[src/hw/sfpis_pkg.sv]
// constants, types and state records of the flash power/id/suspend sequencer
// assumes a 10 MHz core clock and a host that frames commands with select
package sfpis_pkg;

   // ----------------------------------------------------------------
   // opcodes
   // ----------------------------------------------------------------
   localparam logic [7:0] OP_DEEP_PD = 8'hB9;
   localparam logic [7:0] OP_RELEASE_ID = 8'hAB;
   localparam logic [7:0] OP_MAKER_ID = 8'h90;
   localparam logic [7:0] OP_ID3 = 8'h9F;
   localparam logic [7:0] OP_SUSPEND = 8'h75;
   localparam logic [7:0] OP_RESUME = 8'h7A;
   localparam logic [7:0] OP_UNIQUE = 8'h4B;
   localparam logic [7:0] OP_SEC_ERASE = 8'h44;
   localparam logic [7:0] OP_SEC_PROG = 8'h42;
   localparam logic [7:0] OP_STATUS_WR = 8'h01;
   localparam logic [7:0] OP_SECTOR_ER = 8'h20;
   localparam logic [7:0] OP_BLK32_ER = 8'h52;
   localparam logic [7:0] OP_BLK64_ER = 8'hD8;
   localparam logic [7:0] OP_CHIP_ER_A = 8'hC7;
   localparam logic [7:0] OP_CHIP_ER_B = 8'h60;
   localparam logic [7:0] OP_RST_EN = 8'h66;
   localparam logic [7:0] OP_RST = 8'h99;

   // ----------------------------------------------------------------
   // frame bit counts and addresses
   // ----------------------------------------------------------------
   localparam logic [6:0] BITS_OP = 7'h08;
   localparam logic [6:0] BITS_ADDR_END = 7'h20;
   localparam logic [6:0] BITS_UID_END = 7'h28;
   localparam logic [6:0] CNT_MAX = 7'h7F;
   localparam logic [23:0] ADDR_ZERO = 24'h000000;
   localparam logic [23:0] ADDR_ONE = 24'h000001;
   localparam logic [3:0] SEC_REG_1 = 4'h1;
   localparam logic [3:0] SEC_REG_3 = 4'h3;
   localparam logic [7:0] LEN_ID1 = 8'h08;
   localparam logic [7:0] LEN_ID2 = 8'h10;
   localparam logic [7:0] LEN_ID3 = 8'h18;
   localparam logic [7:0] LEN_UID = 8'h80;

   // ----------------------------------------------------------------
   // timing
   // ----------------------------------------------------------------
   localparam int CLK_PERIOD_NS = 100;
   localparam int T_DP_NS = 3000;
   localparam int T_RES1_NS = 30000;
   localparam int T_RES2_NS = 30000;
   localparam int T_RESUME_NS = 200;
   localparam int T_SE_NS = 1000000;
   // least times round up, the resume bound rounds down
   localparam logic [23:0] DP_CYC = 24'((T_DP_NS + CLK_PERIOD_NS - 1) / CLK_PERIOD_NS);
   localparam logic [23:0] RES1_CYC = 24'((T_RES1_NS + CLK_PERIOD_NS - 1) / CLK_PERIOD_NS);
   localparam logic [23:0] RES2_CYC = 24'((T_RES2_NS + CLK_PERIOD_NS - 1) / CLK_PERIOD_NS);
   localparam logic [1:0] RESUME_CYC = 2'(T_RESUME_NS / CLK_PERIOD_NS);
   localparam logic [23:0] SE_CYC_DFLT = 24'((T_SE_NS + CLK_PERIOD_NS - 1) / CLK_PERIOD_NS);

   // ----------------------------------------------------------------
   // types
   // ----------------------------------------------------------------
   typedef struct packed {
      logic sclk;
      logic cs_n;
      logic si;
   } sfpis_pins_t;

   typedef enum logic [2:0] {
      SF_STANDBY,
      SF_DPD_ENTRY,
      SF_DPD,
      SF_RELEASE,
      SF_SEC_ERASE
   } sfpis_mode_t;

   typedef struct packed {
      sfpis_pins_t sync1;
      sfpis_pins_t sync2;
      sfpis_pins_t prev;
      logic [31:0] sh;
      logic [6:0] cnt;
      logic [7:0] op;
      logic op_ok;
      sfpis_mode_t mode;
      logic sus;
      logic armed;
      logic [1:0] resume_hold;
      logic write_in_progress;
      logic dpd;
      logic sec_busy;
      logic [1:0] sec_sel;
      logic wel_clr;
      logic sus_req;
      logic res_req;
      logic rst_pulse;
      logic rej;
   } sfpis_seq_t;

   typedef struct packed {
      logic [23:0] cnt;
      logic busy;
      logic done;
   } sfpis_tmr_t;

   typedef struct packed {
      logic [127:0] sr;
      logic [127:0] rel;
      logic [7:0] len;
      logic [7:0] cnt;
      logic act;
      logic so;
      logic oe_n;
   } sfpis_tx_t;

endpackage : sfpis_pkg

[src/hw/sfpis_timer.sv]
// one-shot down counter for the self-timed delays of the sequencer
// assumes start and abort come from logic on the same clock
`timescale 1ns/1ps
`default_nettype none
module sfpis_timer (
   input wire logic ref_clk_in, // core clock
   input wire logic nrst_in, // synchronous reset, active low
   input wire logic start_in, // load and run
   input wire logic [23:0] load_in, // cycles to run
   input wire logic abort_in, // stop without done
   output logic busy_out, // counting
   output logic done_out // one-cycle pulse at expiry
);
   sfpis_pkg::sfpis_tmr_t q, d;

   always_comb begin
      d = q;
      d.done = 1'b0;
      if (abort_in) begin
         d.busy = 1'b0;
         d.cnt = '0;
      end else if (start_in) begin
         d.busy = 1'b1;
         d.cnt = load_in;
      end else if (q.busy) begin
         if (q.cnt <= 24'h000001) begin
            d.busy = 1'b0;
            d.done = 1'b1;
         end else begin
            d.cnt = 24'(q.cnt - 24'h000001);
         end
      end
   end

   always_ff @(posedge ref_clk_in) begin
      if (!nrst_in) begin
         q <= '0;
      end else begin
         q <= d;
      end
   end

   assign busy_out = q.busy;
   assign done_out = q.done;
endmodule : sfpis_timer
`default_nettype wire

[src/hw/sfpis_tx.sv]
// serial output shifter: msb first on each falling serial clock edge
// assumes edge and select strobes already synchronised to the core clock
`timescale 1ns/1ps
`default_nettype none
module sfpis_tx (
   input wire logic ref_clk_in, // core clock
   input wire logic nrst_in, // synchronous reset, active low
   input wire logic load_in, // take new pattern
   input wire logic [127:0] data_in, // pattern, msb aligned
   input wire logic [7:0] len_in, // pattern length in bits
   input wire logic fall_in, // falling serial clock edge seen
   input wire logic stop_in, // select high
   output logic so_out, // serial data
   output logic so_oe_n_out // low while driving
);
   sfpis_pkg::sfpis_tx_t q, d;

   always_comb begin
      d = q;
      if (stop_in) begin
         d.act = 1'b0;
         d.oe_n = 1'b1;
      end else if (load_in) begin
         d.sr = data_in;
         d.rel = data_in;
         d.len = len_in;
         d.cnt = '0;
         d.act = 1'b1;
      end else if (fall_in && q.act) begin
         d.so = q.sr[127];
         d.oe_n = 1'b0;
         if (q.cnt == 8'(q.len - 8'h01)) begin
            d.sr = q.rel;
            d.cnt = '0;
         end else begin
            d.sr = {q.sr[126:0], 1'b0};
            d.cnt = 8'(q.cnt + 8'h01);
         end
      end
   end

   always_ff @(posedge ref_clk_in) begin
      if (!nrst_in) begin
         q <= '0;
         q.oe_n <= 1'b1;
      end else begin
         q <= d;
      end
   end

   assign so_out = q.so;
   assign so_oe_n_out = q.oe_n;
endmodule : sfpis_tx
`default_nettype wire

[src/hw/sfpis_seq.sv]
// command sequencer for power-down, id reads, suspend/resume, unique id
// and security register erase of a serial nor flash
// assumes the array engine reports busy/suspendable and honours the requests
`timescale 1ns/1ps
`default_nettype none
// Notes on behaviour
// - power-down only with select rising after eight bits
// - in power-down only release and reset pass
// - power-down entered after entry delay
// - power-down refused while a cycle runs
// - reset always lands in standby
// - release alone then wait release time
// - release plus dummies repeats device id
// - release ignored while write in progress
// - address zero gives maker then device byte
// - address one gives device then maker byte
// - three-byte id gives maker, type, capacity
// - three-byte id not decoded while busy
// - select high ends id output
// - suspend only during suspendable busy cycle
// - suspended device refuses writes and erases
// - suspend sets flag at once
// - resume clears flag, busy within 200ns
// - unique id after address and dummy
// - security erase needs latch, exact framing
// - security register selected by address bits
// - locked security registers refuse erase
// - reset aborts work and clears volatile state
module sfpis_seq #(
   parameter logic [23:0] SE_CYC = sfpis_pkg::SE_CYC_DFLT, // security erase cycles
   parameter logic [7:0] MFR_ID = 8'h5A, // arbitrary value
   parameter logic [7:0] DEV_ID = 8'h3C, // arbitrary value
   parameter logic [7:0] MEM_TYPE = 8'h61, // arbitrary value
   parameter logic [7:0] CAPACITY = 8'h12, // arbitrary value
   parameter logic [127:0] UNIQUE_ID = 128'h0123456789ABCDEFFEDCBA9876543210 // arbitrary value
) (
   input wire logic ref_clk_in, // core clock
   input wire logic nrst_in, // synchronous reset, active low
   input wire logic sclk_in, // serial clock pin
   input wire logic cs_n_in, // select pin, active low
   input wire logic si_in, // serial data in pin
   input wire logic array_busy_in, // program/erase/status write running
   input wire logic array_suspendable_in, // page program or sector/block erase running
   input wire logic write_enable_latch_in, // latch state
   input wire logic [2:0] security_lock_bits_in, // one-time locks, bit0 = register 1
   output logic so_out, // serial data out
   output logic so_oe_n_out, // low while driving so
   output logic write_in_progress_out, // busy flag
   output logic suspended_flags_out, // suspend flag
   output logic deep_power_down_out, // in power-down
   output logic wel_clear_out, // pulse: clear write enable latch
   output logic suspend_req_out, // pulse: halt array cycle
   output logic resume_req_out, // pulse: continue array cycle
   output logic sec_erase_busy_out, // security erase running
   output logic [1:0] sec_erase_sel_out, // register being erased, 1..3
   output logic array_cmd_block_out, // array writes refused
   output logic cmd_rejected_out, // pulse: opcode refused in suspend
   output logic soft_reset_out // pulse: reset command taken
);
   sfpis_pkg::sfpis_seq_t q, d;
   logic sclk_rise, sclk_fall, cs_rise;
   logic [7:0] op_now;
   logic ok_now;
   logic tmr_start, tmr_abort, tmr_busy, tmr_done;
   logic [23:0] tmr_load;
   logic tx_load;
   logic [127:0] tx_data;
   logic [7:0] tx_len;

   // ----------------------------------------------------------------
   // helpers
   // ----------------------------------------------------------------
   function automatic logic blocked(input logic [7:0] op);
      return op == sfpis_pkg::OP_STATUS_WR || op == sfpis_pkg::OP_SEC_ERASE ||
             op == sfpis_pkg::OP_SEC_PROG || op == sfpis_pkg::OP_SECTOR_ER ||
             op == sfpis_pkg::OP_BLK32_ER || op == sfpis_pkg::OP_BLK64_ER ||
             op == sfpis_pkg::OP_CHIP_ER_A || op == sfpis_pkg::OP_CHIP_ER_B;
   endfunction : blocked

   function automatic logic accept(input logic [7:0] op, input sfpis_pkg::sfpis_mode_t m,
                                   input logic write_in_progress, input logic sus, input logic armed);
      logic ok;
      ok = 1'b1;
      if (m == sfpis_pkg::SF_DPD_ENTRY || m == sfpis_pkg::SF_RELEASE) begin
         ok = 1'b0;
      end else if (m == sfpis_pkg::SF_DPD) begin
         ok = op == sfpis_pkg::OP_RELEASE_ID || op == sfpis_pkg::OP_RST_EN ||
              op == sfpis_pkg::OP_RST;
      end
      if (op == sfpis_pkg::OP_RELEASE_ID || op == sfpis_pkg::OP_ID3 ||
          op == sfpis_pkg::OP_DEEP_PD || op == sfpis_pkg::OP_SEC_ERASE) begin
         ok = ok && !write_in_progress;
      end
      if (op == sfpis_pkg::OP_RST) begin
         ok = ok && armed;
      end
      if (sus && blocked(op)) begin
         ok = 1'b0;
      end
      return ok;
   endfunction : accept

   function automatic logic sec_addr_ok(input logic [23:0] a);
      return a[23:16] == 8'h00 && a[11:10] == 2'h0 &&
             a[15:12] >= sfpis_pkg::SEC_REG_1 && a[15:12] <= sfpis_pkg::SEC_REG_3;
   endfunction : sec_addr_ok

   function automatic logic locked(input logic [1:0] sel, input logic [2:0] lb);
      return lb[2'(sel - 2'h1)];
   endfunction : locked

   // ----------------------------------------------------------------
   // pin edges
   // ----------------------------------------------------------------
   // edges come from the second and third stages only
   assign sclk_rise = q.sync2.sclk && !q.prev.sclk;
   assign sclk_fall = !q.sync2.sclk && q.prev.sclk;
   assign cs_rise = q.sync2.cs_n && !q.prev.cs_n;

   // ----------------------------------------------------------------
   // sequencer
   // ----------------------------------------------------------------
   always_comb begin
      d = q;
      d.sync1 = '{sclk: sclk_in, cs_n: cs_n_in, si: si_in};
      d.sync2 = q.sync1;
      d.prev = q.sync2;
      d.wel_clr = 1'b0;
      d.sus_req = 1'b0;
      d.res_req = 1'b0;
      d.rst_pulse = 1'b0;
      d.rej = 1'b0;
      op_now = q.op;
      ok_now = q.op_ok;
      tmr_start = 1'b0;
      tmr_abort = 1'b0;
      tmr_load = '0;
      tx_load = 1'b0;
      tx_data = '0;
      tx_len = '0;
      if (q.resume_hold != 2'h0) begin
         d.resume_hold = 2'(q.resume_hold - 2'h1);
      end
      if (q.sync2.cs_n) begin
         d.cnt = '0;
      end else if (sclk_rise && q.cnt != sfpis_pkg::CNT_MAX) begin
         d.sh = {q.sh[30:0], q.sync2.si};
         d.cnt = 7'(q.cnt + 7'h01);
         if (d.cnt == sfpis_pkg::BITS_OP) begin
            op_now = d.sh[7:0];
            ok_now = accept(op_now, q.mode, q.write_in_progress, q.sus, q.armed);
            d.op = op_now;
            d.op_ok = ok_now;
            d.rej = q.sus && blocked(op_now);
         end
         if (ok_now) begin
            if (d.cnt == sfpis_pkg::BITS_OP && op_now == sfpis_pkg::OP_ID3) begin
               tx_load = 1'b1;
               tx_data = {MFR_ID, MEM_TYPE, CAPACITY, 104'h0};
               tx_len = sfpis_pkg::LEN_ID3;
            end
            if (d.cnt == sfpis_pkg::BITS_ADDR_END && op_now == sfpis_pkg::OP_RELEASE_ID) begin
               tx_load = 1'b1;
               tx_data = {DEV_ID, 120'h0};
               tx_len = sfpis_pkg::LEN_ID1;
            end
            if (d.cnt == sfpis_pkg::BITS_ADDR_END && op_now == sfpis_pkg::OP_MAKER_ID) begin
               tx_load = 1'b1;
               tx_data = (d.sh[23:0] == sfpis_pkg::ADDR_ONE) ? {DEV_ID, MFR_ID, 112'h0}
                                                             : {MFR_ID, DEV_ID, 112'h0};
               tx_len = sfpis_pkg::LEN_ID2;
            end
            // unique id after address and dummy
            if (d.cnt == sfpis_pkg::BITS_UID_END && op_now == sfpis_pkg::OP_UNIQUE) begin
               tx_load = 1'b1;
               tx_data = UNIQUE_ID;
               tx_len = sfpis_pkg::LEN_UID;
            end
         end
      end

      // end-of-frame commands
      if (cs_rise) begin
         if (q.cnt != 7'h00) begin
            d.armed = 1'b0;
         end
         if (q.op_ok) begin
            if (q.op == sfpis_pkg::OP_DEEP_PD && q.cnt == sfpis_pkg::BITS_OP && !q.write_in_progress) begin
               d.mode = sfpis_pkg::SF_DPD_ENTRY;
               tmr_start = 1'b1;
               tmr_load = sfpis_pkg::DP_CYC;
            end
            if (q.op == sfpis_pkg::OP_RELEASE_ID && q.mode == sfpis_pkg::SF_DPD) begin
               if (q.cnt == sfpis_pkg::BITS_OP) begin
                  d.mode = sfpis_pkg::SF_RELEASE;
                  tmr_start = 1'b1;
                  tmr_load = sfpis_pkg::RES1_CYC;
               end else if (q.cnt >= sfpis_pkg::BITS_ADDR_END) begin
                  d.mode = sfpis_pkg::SF_RELEASE;
                  tmr_start = 1'b1;
                  tmr_load = sfpis_pkg::RES2_CYC;
               end
            end
            if (q.op == sfpis_pkg::OP_RST_EN && q.cnt == sfpis_pkg::BITS_OP) begin
               d.armed = 1'b1;
            end
            if (q.op == sfpis_pkg::OP_SUSPEND && q.cnt == sfpis_pkg::BITS_OP &&
                q.write_in_progress && !q.sus && array_suspendable_in) begin
               d.sus = 1'b1;
               d.sus_req = 1'b1;
            end
            // resume, busy held for the gap
            if (q.op == sfpis_pkg::OP_RESUME && q.cnt == sfpis_pkg::BITS_OP &&
                q.sus && !q.write_in_progress) begin
               d.sus = 1'b0;
               d.res_req = 1'b1;
               d.resume_hold = sfpis_pkg::RESUME_CYC;
            end
            if (q.op == sfpis_pkg::OP_SEC_ERASE && q.cnt == sfpis_pkg::BITS_ADDR_END &&
                write_enable_latch_in && !q.write_in_progress && !q.sus && sec_addr_ok(q.sh[23:0]) &&
                !locked(q.sh[13:12], security_lock_bits_in)) begin
               d.mode = sfpis_pkg::SF_SEC_ERASE;
               d.sec_sel = q.sh[13:12];
               tmr_start = 1'b1;
               tmr_load = SE_CYC;
            end
         end
      end

      if (tmr_done) begin
         if (q.mode == sfpis_pkg::SF_DPD_ENTRY) begin
            d.mode = sfpis_pkg::SF_DPD;
         end else if (q.mode == sfpis_pkg::SF_RELEASE || q.mode == sfpis_pkg::SF_SEC_ERASE) begin
            d.mode = sfpis_pkg::SF_STANDBY;
         end
         // latch cleared in the same cycle the erase ends and busy drops
         d.wel_clr = q.mode == sfpis_pkg::SF_SEC_ERASE;
      end

      if (cs_rise && q.op_ok && q.op == sfpis_pkg::OP_RST && q.cnt == sfpis_pkg::BITS_OP) begin
         d.mode = sfpis_pkg::SF_STANDBY;
         d.sus = 1'b0;
         d.armed = 1'b0;
         d.resume_hold = 2'h0;
         d.wel_clr = 1'b1;
         d.rst_pulse = 1'b1;
         tmr_abort = 1'b1;
         tmr_start = 1'b0;
      end

      d.write_in_progress = array_busy_in || d.mode == sfpis_pkg::SF_SEC_ERASE || d.resume_hold != 2'h0;
      d.dpd = d.mode == sfpis_pkg::SF_DPD;
      d.sec_busy = d.mode == sfpis_pkg::SF_SEC_ERASE;
   end

   always_ff @(posedge ref_clk_in) begin
      if (!nrst_in) begin
         q <= '0;
      end else begin
         q <= d;
      end
   end

   sfpis_timer u_timer (
      .ref_clk_in(ref_clk_in),
      .nrst_in(nrst_in),
      .start_in(tmr_start),
      .load_in(tmr_load),
      .abort_in(tmr_abort),
      .busy_out(tmr_busy),
      .done_out(tmr_done)
   );

   sfpis_tx u_tx (
      .ref_clk_in(ref_clk_in),
      .nrst_in(nrst_in),
      .load_in(tx_load),
      .data_in(tx_data),
      .len_in(tx_len),
      .fall_in(sclk_fall),
      .stop_in(q.sync2.cs_n),
      .so_out(so_out),
      .so_oe_n_out(so_oe_n_out)
   );

   assign write_in_progress_out = q.write_in_progress;
   assign suspended_flags_out = q.sus;
   assign deep_power_down_out = q.dpd;
   assign wel_clear_out = q.wel_clr;
   assign suspend_req_out = q.sus_req;
   assign resume_req_out = q.res_req;
   assign sec_erase_busy_out = q.sec_busy;
   assign sec_erase_sel_out = q.sec_sel;
   assign array_cmd_block_out = q.sus;
   assign cmd_rejected_out = q.rej;
   assign soft_reset_out = q.rst_pulse;

   // ----------------------------------------------------------------
   // checks
   // ----------------------------------------------------------------
   localparam int RES_WAIT_MAX = 400;
endmodule : sfpis_seq
`default_nettype wire

[config.mk]
export PLATFORM = sky130hd
export DESIGN_NAME = sfpis_seq
export DESIGN_NICKNAME = d
export VERILOG_FILES = /design/src/hw/sfpis_pkg.sv /design/src/hw/sfpis_timer.sv /design/src/hw/sfpis_tx.sv /design/src/hw/sfpis_seq.sv
export SDC_FILE = /design/constraint.sdc
export NUM_CORES = 1
export LEC_CHECK = 0
export ABC_AREA = 0
export BUFFER_PORTS_ARGS = -buffer_cell sky130_fd_sc_hd__buf_4
export CAP_MARGIN = 30
export CELL_PAD_IN_SITES_DETAIL_PLACEMENT = 0
export CELL_PAD_IN_SITES_GLOBAL_PLACEMENT = 1
export CORE_MARGIN = 5
export CORE_UTILIZATION = 48
export CTS_CLUSTER_DIAMETER = 50
export CTS_CLUSTER_SIZE = 25
export DETAILED_ROUTE_END_ITERATION = 7
export PLACE_DENSITY_LB_ADDON = 0.1
export SYNTH_ARGS = -nofsm -noshare
export SYNTH_HDL_FRONTEND = slang
export SYNTH_SLANG_ARGS = --single-unit
export TNS_END_PERCENT = 20
[constraint.sdc]
create_clock -name ref_clk_in -period 3.2 [get_ports ref_clk_in]
set_input_delay 0.64 -clock ref_clk_in [delete_from_list [all_inputs] [get_ports ref_clk_in]]
set_output_delay 0.64 -clock ref_clk_in [all_outputs]
set_load 0.01 [all_outputs]
# Word-level counts from Yosys, hierarchy flattened
# Cells that the tools add are included.
# op_classes
n_addsub	6
n_mul	0
n_div	0
n_lt_le_gt_ge	5
n_eq_ne	39
n_shift	0
mux	86
bitwise	6
n_reduce_logical	80
# op_table
operator	n
$mux 128	8
$mux 127	2
$mux 24	7
$eq 8x8->1 const B	12
$mux 8	11
$eq 8x7->1 const B	10
$mux 1	39
$logic_and 1x1->1	35
$mux 26	1
$mux 25	1
$eq 24x1->1 const B	1
$le 24x1->1 const B	1
$mux 3	8
$sub 24x1->24 const B	1
$eq 7x6->1 const B	3
$mux 7	3
$logic_or 1x1->1	16
$reduce_and 3->1	5
$eq 7x4->1 const B	2
$mux 5	2
$reduce_and 2->1	5
$reduce_bool 2->1	5
$eq 3x2->1 const B	3
$add 8x1->8 const B	1
other kinds (23)	40
# totals
regBits	366
latch_bits	0
ram_bits	0
romBits	0
in_bits	11
out_inout_bits	14
wordCells	257
mem_count	0

# Depth between registers and ports, before layout
# Gate-level depths: netlist of the first run.
# depth
depth_word	24
ltp_mapped	13
depth_no_buf	10

# Hierarchy
# Synthesis of the first run repeated with hierarchy kept, for this count alone.
# hier_totals
cells_unflattened	2309
area_unflattened_um2	18557.8
# modules_own_cells
module	instances	cells_per_inst	area_each_um2	seq_area_each_um2
sfpis_tx	1	1708	13644.3	5505.3
sfpis_seq	1	415	3364.5	1301.2
sfpis_timer	1	186	1549.0	520.5

# Worst setup path after synthesis of the first run
# No wires, ideal clock.
# synth_path
path_kind	register to register
start	register q[26] in the netlist's numbering
end	register u_tx.q[153] in the netlist's numbering
setup_ns	0.123
t_arrival_ns	2.637
required_time_ns	3.077
slack_ns	0.441
path_stages_with_launch	14
path_buffers	4
period_less_slack_ns	2.759
cell_sequence	dfxtp_1 ha_1 and2_1 buf_2 nand3_1 or2_1 buf_2 nand2b_1 a22o_1 or2_1 buf_2 a21oi_4 buf_2 o21ai_0
# synth_between
elab_chain_cells	16
word_cells_on_any_way	35
cone_classes	1 x add/sub; 8 x eq/ne; 19 x mux; 7 x reduce/logical
# synth_lines
element	line	text
start: declaration	sfpis_seq.sv:60	sfpis_pkg::sfpis_seq_t q, d;
start signal: assignment	sfpis_seq.sv:258	q <= '0;
start signal: assignment	sfpis_seq.sv:260	q <= d;
$add 7x1->7	sfpis_seq.sv:148	d.cnt = 7'(q.cnt + 7'h01);
$eq 7x4->1	sfpis_seq.sv:149, sfpis_seq.sv:157	
$mux 8	sfpis_seq.sv:149	if (d.cnt == sfpis_pkg::BITS_OP) begin
$mux 8	sfpis_seq.sv:146	end else if (sclk_rise && q.cnt != sfpis_pkg::CNT_MAX) begin
$mux 8	sfpis_seq.sv:144	if (q.sync2.cs_n) begin
$eq 8x8->1	sfpis_seq.sv:157	if (d.cnt == sfpis_pkg::BITS_OP && op_now == sfpis_pkg::OP_ID3) begin
$logic_and 1x1->1	sfpis_seq.sv:157	
$mux 1	sfpis_seq.sv:157	
$mux 1	sfpis_seq.sv:162	if (d.cnt == sfpis_pkg::BITS_ADDR_END && op_now == sfpis_pkg::OP_RELEASE_ID) begin
$mux 1	sfpis_seq.sv:167	if (d.cnt == sfpis_pkg::BITS_ADDR_END && op_now == sfpis_pkg::OP_MAKER_ID) begin
$mux 1	sfpis_seq.sv:174	if (d.cnt == sfpis_pkg::BITS_UID_END && op_now == sfpis_pkg::OP_UNIQUE) begin
$mux 1	sfpis_seq.sv:156	if (ok_now) begin
$mux 1	sfpis_seq.sv:146	
$mux 1	sfpis_seq.sv:144	
$reduce_bool 2->1 (no source line)	--	
$reduce_and 2->1 (no source line)	--	
end: declaration	sfpis_tx.sv:16	sfpis_pkg::sfpis_tx_t q, d;
# Several ways; a longest one is shown, not always the timed one. The select of a mux whose other input is x is not followed.
# A chain may end at the register's enable or synchronous reset.

# Worst setup path after layout of the first run
# layout_path
start	register q[29] in the netlist's numbering
end	register u_tx.q[219] in the netlist's numbering
# The elaborated chain is that of the path after synthesis.

==> impl_metrics.toml, run 1 <==
[logic_synthesis]
synthTopCellsByArea = "dfxtp_1 (45%), o221a_1 (7.2%), a21oi_1 (7.1%)"
netlist-cell-type-count = 74
ys_ff_latch = 239
syn-cell-area_um2 = 10520
yosys-top-cells-count = "dfxtp_1 (239), nand2_1 (152), a21oi_1 (149)"
synth_most_common_cell = "dfxtp_1"
synthArstFlopShare = 0
yosys.area.top_type = "dfxtp_1"
synth_sequential_area_ratio = 0.4548
yosysWarnings = 0
synthCells = 1226
synth.avg_cell_area_um2 = 8.582
synth_edf_count = 0
synthFlopType = "dfxtp_1"
synth.top_cell.area_share = 0.4548
synth_nets = 1245

[power_and_ir_drop]
netSwitchingFraction = 0.2284
seqPwrFrac = 0.471
power_switching_mw = 1.447
ir_worst_vdd_v = 0.0004777
combinationalPowerShare = 0.019
p_clk_frac = 0.510
p_per_area_nw_per_um2 = 525.7
leakagePower_nw = 4.553
p_int_mw = 4.888

[grt]
grt_usage = 0.2086
gr-total-overflow = 0
grt_max_degree = 87
antenna_found_initial = 0
grt_pass1_vias = 8420
grt_pass1_wl_um = 43730

[setup_path]
crit_type = "flop to flop"
path_delay_family = "simple AND/OR/NAND/NOR gates"
cp-start-kind = "flop"
cp_cell_sequence = "xnor2_1 > nand3_1 > nor4_2 > o22ai_1 > a22o_1 > or2_1 > a21oi_4 > buf_12 > o221a_1"
path_buf_inv = 1
crit_path_end_kind = "flop"
critPathRequiredTime_ps = 3680
crit_arrival_ps = 3410
crit_path_top_delay_cell = "dfxtp_1"
crit_fanout = 45
cp_slowest_stage_delay_ps = 630
r2r_slack_ps = 270

[placed_design]
gp_congestion = 0.8497
dpl-instance-area_um2 = 11080
hpwl_um = 16140
io_buffers = 24

[finish]
nets = 1248
regArea_um2 = 4786
multi_input_area_um2 = 5285
fin_area_um2 = 12050
fill_cells = 2060
diodes = 0
syn_to_final_growth_pct = 14.52
drive_above_1_share = 0.1176

[routing]
drt_iter0_markers = 717
detail-route-antenna-nets = 0
wire_per_inst_um = 17.05
wirelength_um = 26090
viasPerCell = 5.807
vias = 8884
dr.pass1.iters = 5
drc = 0

[timing]
min_period_ps = 2934
fin_crit_sh = 0.9169
maxSlewViolCount = 0
worst_slew_pin_slew_ps = 908.1
hold_violations = 0
hold_slack_ps = 312.5
finClkSkew_ps = 15.43
max_slew_margin = 0.3946
fmax_ghz = 0.3408
setup_viol = 0
tns_ps = 0
rsz0062_at_grt = "false"

[floorplan]
num_rows = 54
io_pins = 25
die_area_um2 = 24980
die_x_um = 158.1
floorplan.initialDensity = 0.4851
coreArea_um2 = 21690
die_h_um = 158.1

[clocking]
ctsHoldBuffers = 0
htree_levels = 1
cts.sinks = 239
cts-buffers-inserted = 27
cts_buffer_depth = 3
clk_latency_ps = 540
cts_resized = 0
path_clk_slew_ps = 80
post_cts_buffers = 0
root_buffer = "clkbuf_16"
cts_tree = "yes"

[run]
maxCapViolCount = 0

[hold_path]
min_path_type = "primary input to flop"

[run_status]
status = "complete, no violations"
-- sequential cells by signal, summed over array words and instances, names as in the netlist --
name / count
q: 48
u_tx.so_out: 1
u_timer.done_out: 1
d: 6
write_in_progress_out: 1
u_tx.q: 146
soft_reset_out: 1
sec_erase_sel_out: 2
u_timer.busy_out: 1
u_tx.so_oe_n_out: 1
u_timer.q: 24
sec_erase_busy_out: 1
wel_clear_out: 1
array_cmd_block_out: 1
suspend_req_out: 1
deep_power_down_out: 1
resume_req_out: 1
cmd_rejected_out: 1
-- per-stage QoR --
stage                       util  setup slack (ps)  instances  power, mW
after floorplan                -             440.5       1226      3.120
after global placement    0.5107             256.3       1480      3.172
after detailed placement  0.5107             248.9       1480      3.172
after CTS                 0.5546             221.8       1530      6.422
after global routing      0.5556             6.500       1530      6.568
final                     0.5556             265.9       1530      6.334
-- placed cells by master, fill, tap and decap left out, drive strengths merged, types with 4 or more instances in the layout --
master	count
o2111a	4
a21oi	152
dfxtp	239
a22oi	19
clkbuf	30
or3	11
nand4	10
a22o	20
clkinv	9
mux2i	12
o21ai	38
nand2	152
and3	10
a31oi	6
or2	8
ha	8
nor3b	7
o211a	5
nor2b	13
xnor2	14
o221a	67
o211ai	5
o2111ai	4
nor4bb	7
o21a	6
nor4b	4
xor2	13
or4	5
buf	71
nand3	31
nor4	15
and2	14
nor2	142
nand2b	9
inv	24
nor3	25
-- final timing paths --
path         startpoint     endpoint  cells past startpoint
min               si_in        d[68]                      2
max reg2reg       q[29]  u_tx.q[219]                      9
min reg2reg       q[10]        q[10]                      1
max               q[29]  u_tx.q[219]                      9
-- logic make-up (layout without fill, tap and decap cells) --
group | count (synthesis) | count (layout) | share of synthesized area
buf+inv | 115 | 139 | 0.04900
fa+ha+maj | 8 | 8 | 0.009514
simple gates | 477 | 477 | 0.2175
flops | 239 | 239 | 0.4548
xor+xnor | 27 | 27 | 0.02248
mux | 12 | 12 | 0.01142
compound gates | 348 | 348 | 0.2353
-- power groups by stage --
| stage | logic [mW] | registers [mW] | clock network (mW) |
|---|---|---|---|
| 6_report | 0.120 | 2.98 | 3.23 |
| 5_1_grt | 0.132 | 2.98 | 3.45 |
| 4_1_cts | 0.121 | 2.98 | 3.32 |
| 3_5_place_dp | 0.121 | 3.05 | 0 |
| 3_3_place_gp | 0.121 | 3.05 | 0 |
| 2_1_floorplan | 0.0698 | 3.05 | 0 |
-- metal layers --
layer  track usage  routed length, µm
met5             0                  0
met4       0.04184                399
met3       0.03253               1215
met2        0.3172              11310
met1        0.3149              13170
-- layout make-up --
cell class / count / area share
multi-input cells: 872 / 0.4386
flip-flops and latches: 239 / 0.3972
clock buffers: 30 / 0.05784
repair buffers: 71 / 0.05047
well taps: 280 / 0.02908
clock inverters: 20 / 0.02118
inverters: 18 / 0.005607
Power figures use the tool's default switching activity.
==> run 2: changes to the inputs <==
--- a/config.mk
+++ b/config.mk
@@ -5,13 +5,13 @@
 export SDC_FILE = /design/constraint.sdc
 export NUM_CORES = 1
 export LEC_CHECK = 0
-export ABC_AREA = 0
+export ABC_AREA = 1
 export BUFFER_PORTS_ARGS = -buffer_cell sky130_fd_sc_hd__buf_4
 export CAP_MARGIN = 30
 export CELL_PAD_IN_SITES_DETAIL_PLACEMENT = 0
 export CELL_PAD_IN_SITES_GLOBAL_PLACEMENT = 1
 export CORE_MARGIN = 5
-export CORE_UTILIZATION = 48
+export CORE_UTILIZATION = 45
 export CTS_CLUSTER_DIAMETER = 50
 export CTS_CLUSTER_SIZE = 25
 export DETAILED_ROUTE_END_ITERATION = 7
==> impl_metrics.toml, run 2 <==
[run_status]
status = "complete, no violations"

[routing]
detail-route-antenna-nets = 0
wirelength_um = 30200
top_layer = "met4"
wl_met1_um = 14560
drt_iter0_markers = 666
route.met3.wl_um = 1031
dr.pass1.iters = 5
wire_per_inst_um = 13.66
drc = 0
wl_met2_um = 14050
vias = 11020
viasPerCell = 4.986

[finish]
fill_cells = 2694
fin_util = 0.5166
regArea_um2 = 4786
final_common_cell = "nand2_1"
layout_common_cells = "nand2_1 (605), nor2_1 (271), dfxtp_1 (238)"
nets = 1872
syn_to_final_growth_pct = 12.94
diodes = 0
top_regs = "u_tx.q x146, q x48, u_timer.q x24"
largest_register = "u_tx.q"
largest_register_ffs = 146
drive_above_1_share = 0.08587
multi_input_area_um2 = 5967
layoutNonFillerInstCount = 2210

[timing]
max_slew_margin = 0.5613
worst_slew_pin_slew_ps = 655.7
final.setup.worst_slack_ps = 228.8
hold_violations = 0
setup_viol = 0
rsz0062_at_grt = "false"
tns_ps = 0
finClkSkew_ps = 18.60
min_period_ps = 2971
fmax_ghz = 0.3366
fin_crit_sh = 0.9285
maxSlewViolCount = 0

[clocking]
path_clk_slew_ps = 60
cts_tree = "yes"
clk_latency_ps = 560
cts_buffer_depth = 3
cts-buffers-inserted = 29
htree_levels = 1
cts.sinks = 239
root_buffer = "clkbuf_16"

[setup_path]
crit_path_end_kind = "flop"
path_buf_inv = 3
cp_cell_sequence = "ha_1 > nand3_1 > o21ai_1 > nand2_2 > nor2_4 > clkbuf_2 > nand3_2 > nand2_1 > nand2_2 > nor2_4 > nand2_2 > nand4_4 > nand3_4 > nand2_4 > inv_2 > buf_6 > nor2_1 > nor2_1"
crit_arrival_ps = 3410
crit_top_cell = "nand2_2"
crit_path_top_delay_cell = "dfxtp_1"
path_delay_family = "simple AND/OR/NAND/NOR gates"
crit_type = "flop to flop"
crit_fanout = 28
critPathRequiredTime_ps = 3640
cp_slowest_stage_delay_ps = 370
cp-start-kind = "flop"

[logic_synthesis]
synth.top_cell.area_share = 0.4003
yosysWarnings = 0
synthArstFlopShare = 0
synthTopCellsByArea = "dfxtp_1 (40%), nand2_1 (19%), nor2_1 (8.6%)"
synth_nets = 1876
synth_most_common_cell = "nand2_1"
synthCells = 1857
synthFlopType = "dfxtp_1"
yosys-top-cells-count = "nand2_1 (607), nor2_1 (274), dfxtp_1 (239)"
syn-cell-area_um2 = 11950
ys_ff_latch = 239
yosys.area.top_type = "dfxtp_1"
synth_edf_count = 0
synth_sequential_area_ratio = 0.4003
netlist-cell-type-count = 42
synth.avg_cell_area_um2 = 6.437

[floorplan]
num_rows = 59
coreArea_um2 = 26130
die_area_um2 = 29920
floorplan.initialDensity = 0.4574
io_pins = 25
die_h_um = 173.0
die_x_um = 173.0

[grt]
grt_pass1_vias = 10400
grt_max_degree = 63
gr-total-overflow = 0
grt_usage = 0.1973
antenna_found_initial = 0
grt_pass1_wl_um = 51170

[run]
maxCapViolCount = 0

[placed_design]
gp_congestion = 0.8913
dp_cells = 2153
post-place-ws_ps = 180.7
hpwl_um = 19200
io_buffers = 24

[power_and_ir_drop]
p_per_area_nw_per_um2 = 507.9
leakagePower_nw = 7.093
ir_worst_vdd_v = 0.0004756
p_total_mw = 6.857

[hold_path]
min_path_type = "primary input to flop"
==> run 2: cell type report <==
class,count,area share
Clock buffer,37,0.06043
Multi-Input combinational cell,1331,0.4420
Tap cell,335,0.03105
Clock inverter,16,0.01956
Timing Repair Buffer,57,0.03791
Sequential cell,239,0.3545
Inverter,195,0.05450
==> run 2: final timing paths <==
path	from	endpoint	slack, ps	depth (start not counted)
min reg2reg	d[69]	d[66]	410	2
min	si_in	d[68]	270	3
max reg2reg	q[26]	u_tx.q[219]	230	18
max	q[26]	u_tx.q[219]	230	18
==> run 2: stage by stage <==
stage	hold slack [ps]	cell area, µm²
floorplan	390.5	11950
global placement	397.3	12350
detailed placement	400.2	12350
CTS	236.1	13430
global route	253.0	13500
finish	265.1	13500
==> run 2: timing repair <==
| item | 4_1_cts | 5_1_grt |
|---|---|---|
| setup endpoints to repair | 0 | 89 |
| setup buffers | 0 | 4 |
| hold buffers | 0 | 0 |
| gates resized for setup | 0 | 11 |
==> run 2: cells by family (layout without fill, tap and decap cells) <==
| family | Yosys count | count (layout) | share of synthesized area |
|---|---|---|---|
| AOI/OAI and AO/OA | 234 | 234 | 0.1033 |
| xor gates and xnor gates | 21 | 21 | 0.01539 |
| adders and majority gates | 8 | 8 | 0.008375 |
| buffers and inverters | 287 | 305 | 0.1043 |
| DFF | 239 | 239 | 0.4003 |
| and+or+nand+nor | 1068 | 1068 | 0.3684 |
==> run 2: where the power goes <==
group	internal [mW]	switching [mW]
logic	0.0607	0.140
registers	3.00	0.0214
clock network	2.30	1.34
==> run 2: per-layer routing <==
metal  up-vias  global-route usage
li1       5834                   -
met1      4990              0.2602
met2       155              0.3427
met3        40             0.02555
met4         0             0.05055
met5         -                   0
==> run 2: tightest hold or removal path, cell delays in order <==
cell     delay (ps)
buf_4            80
nand2_1          40
inv_1            40
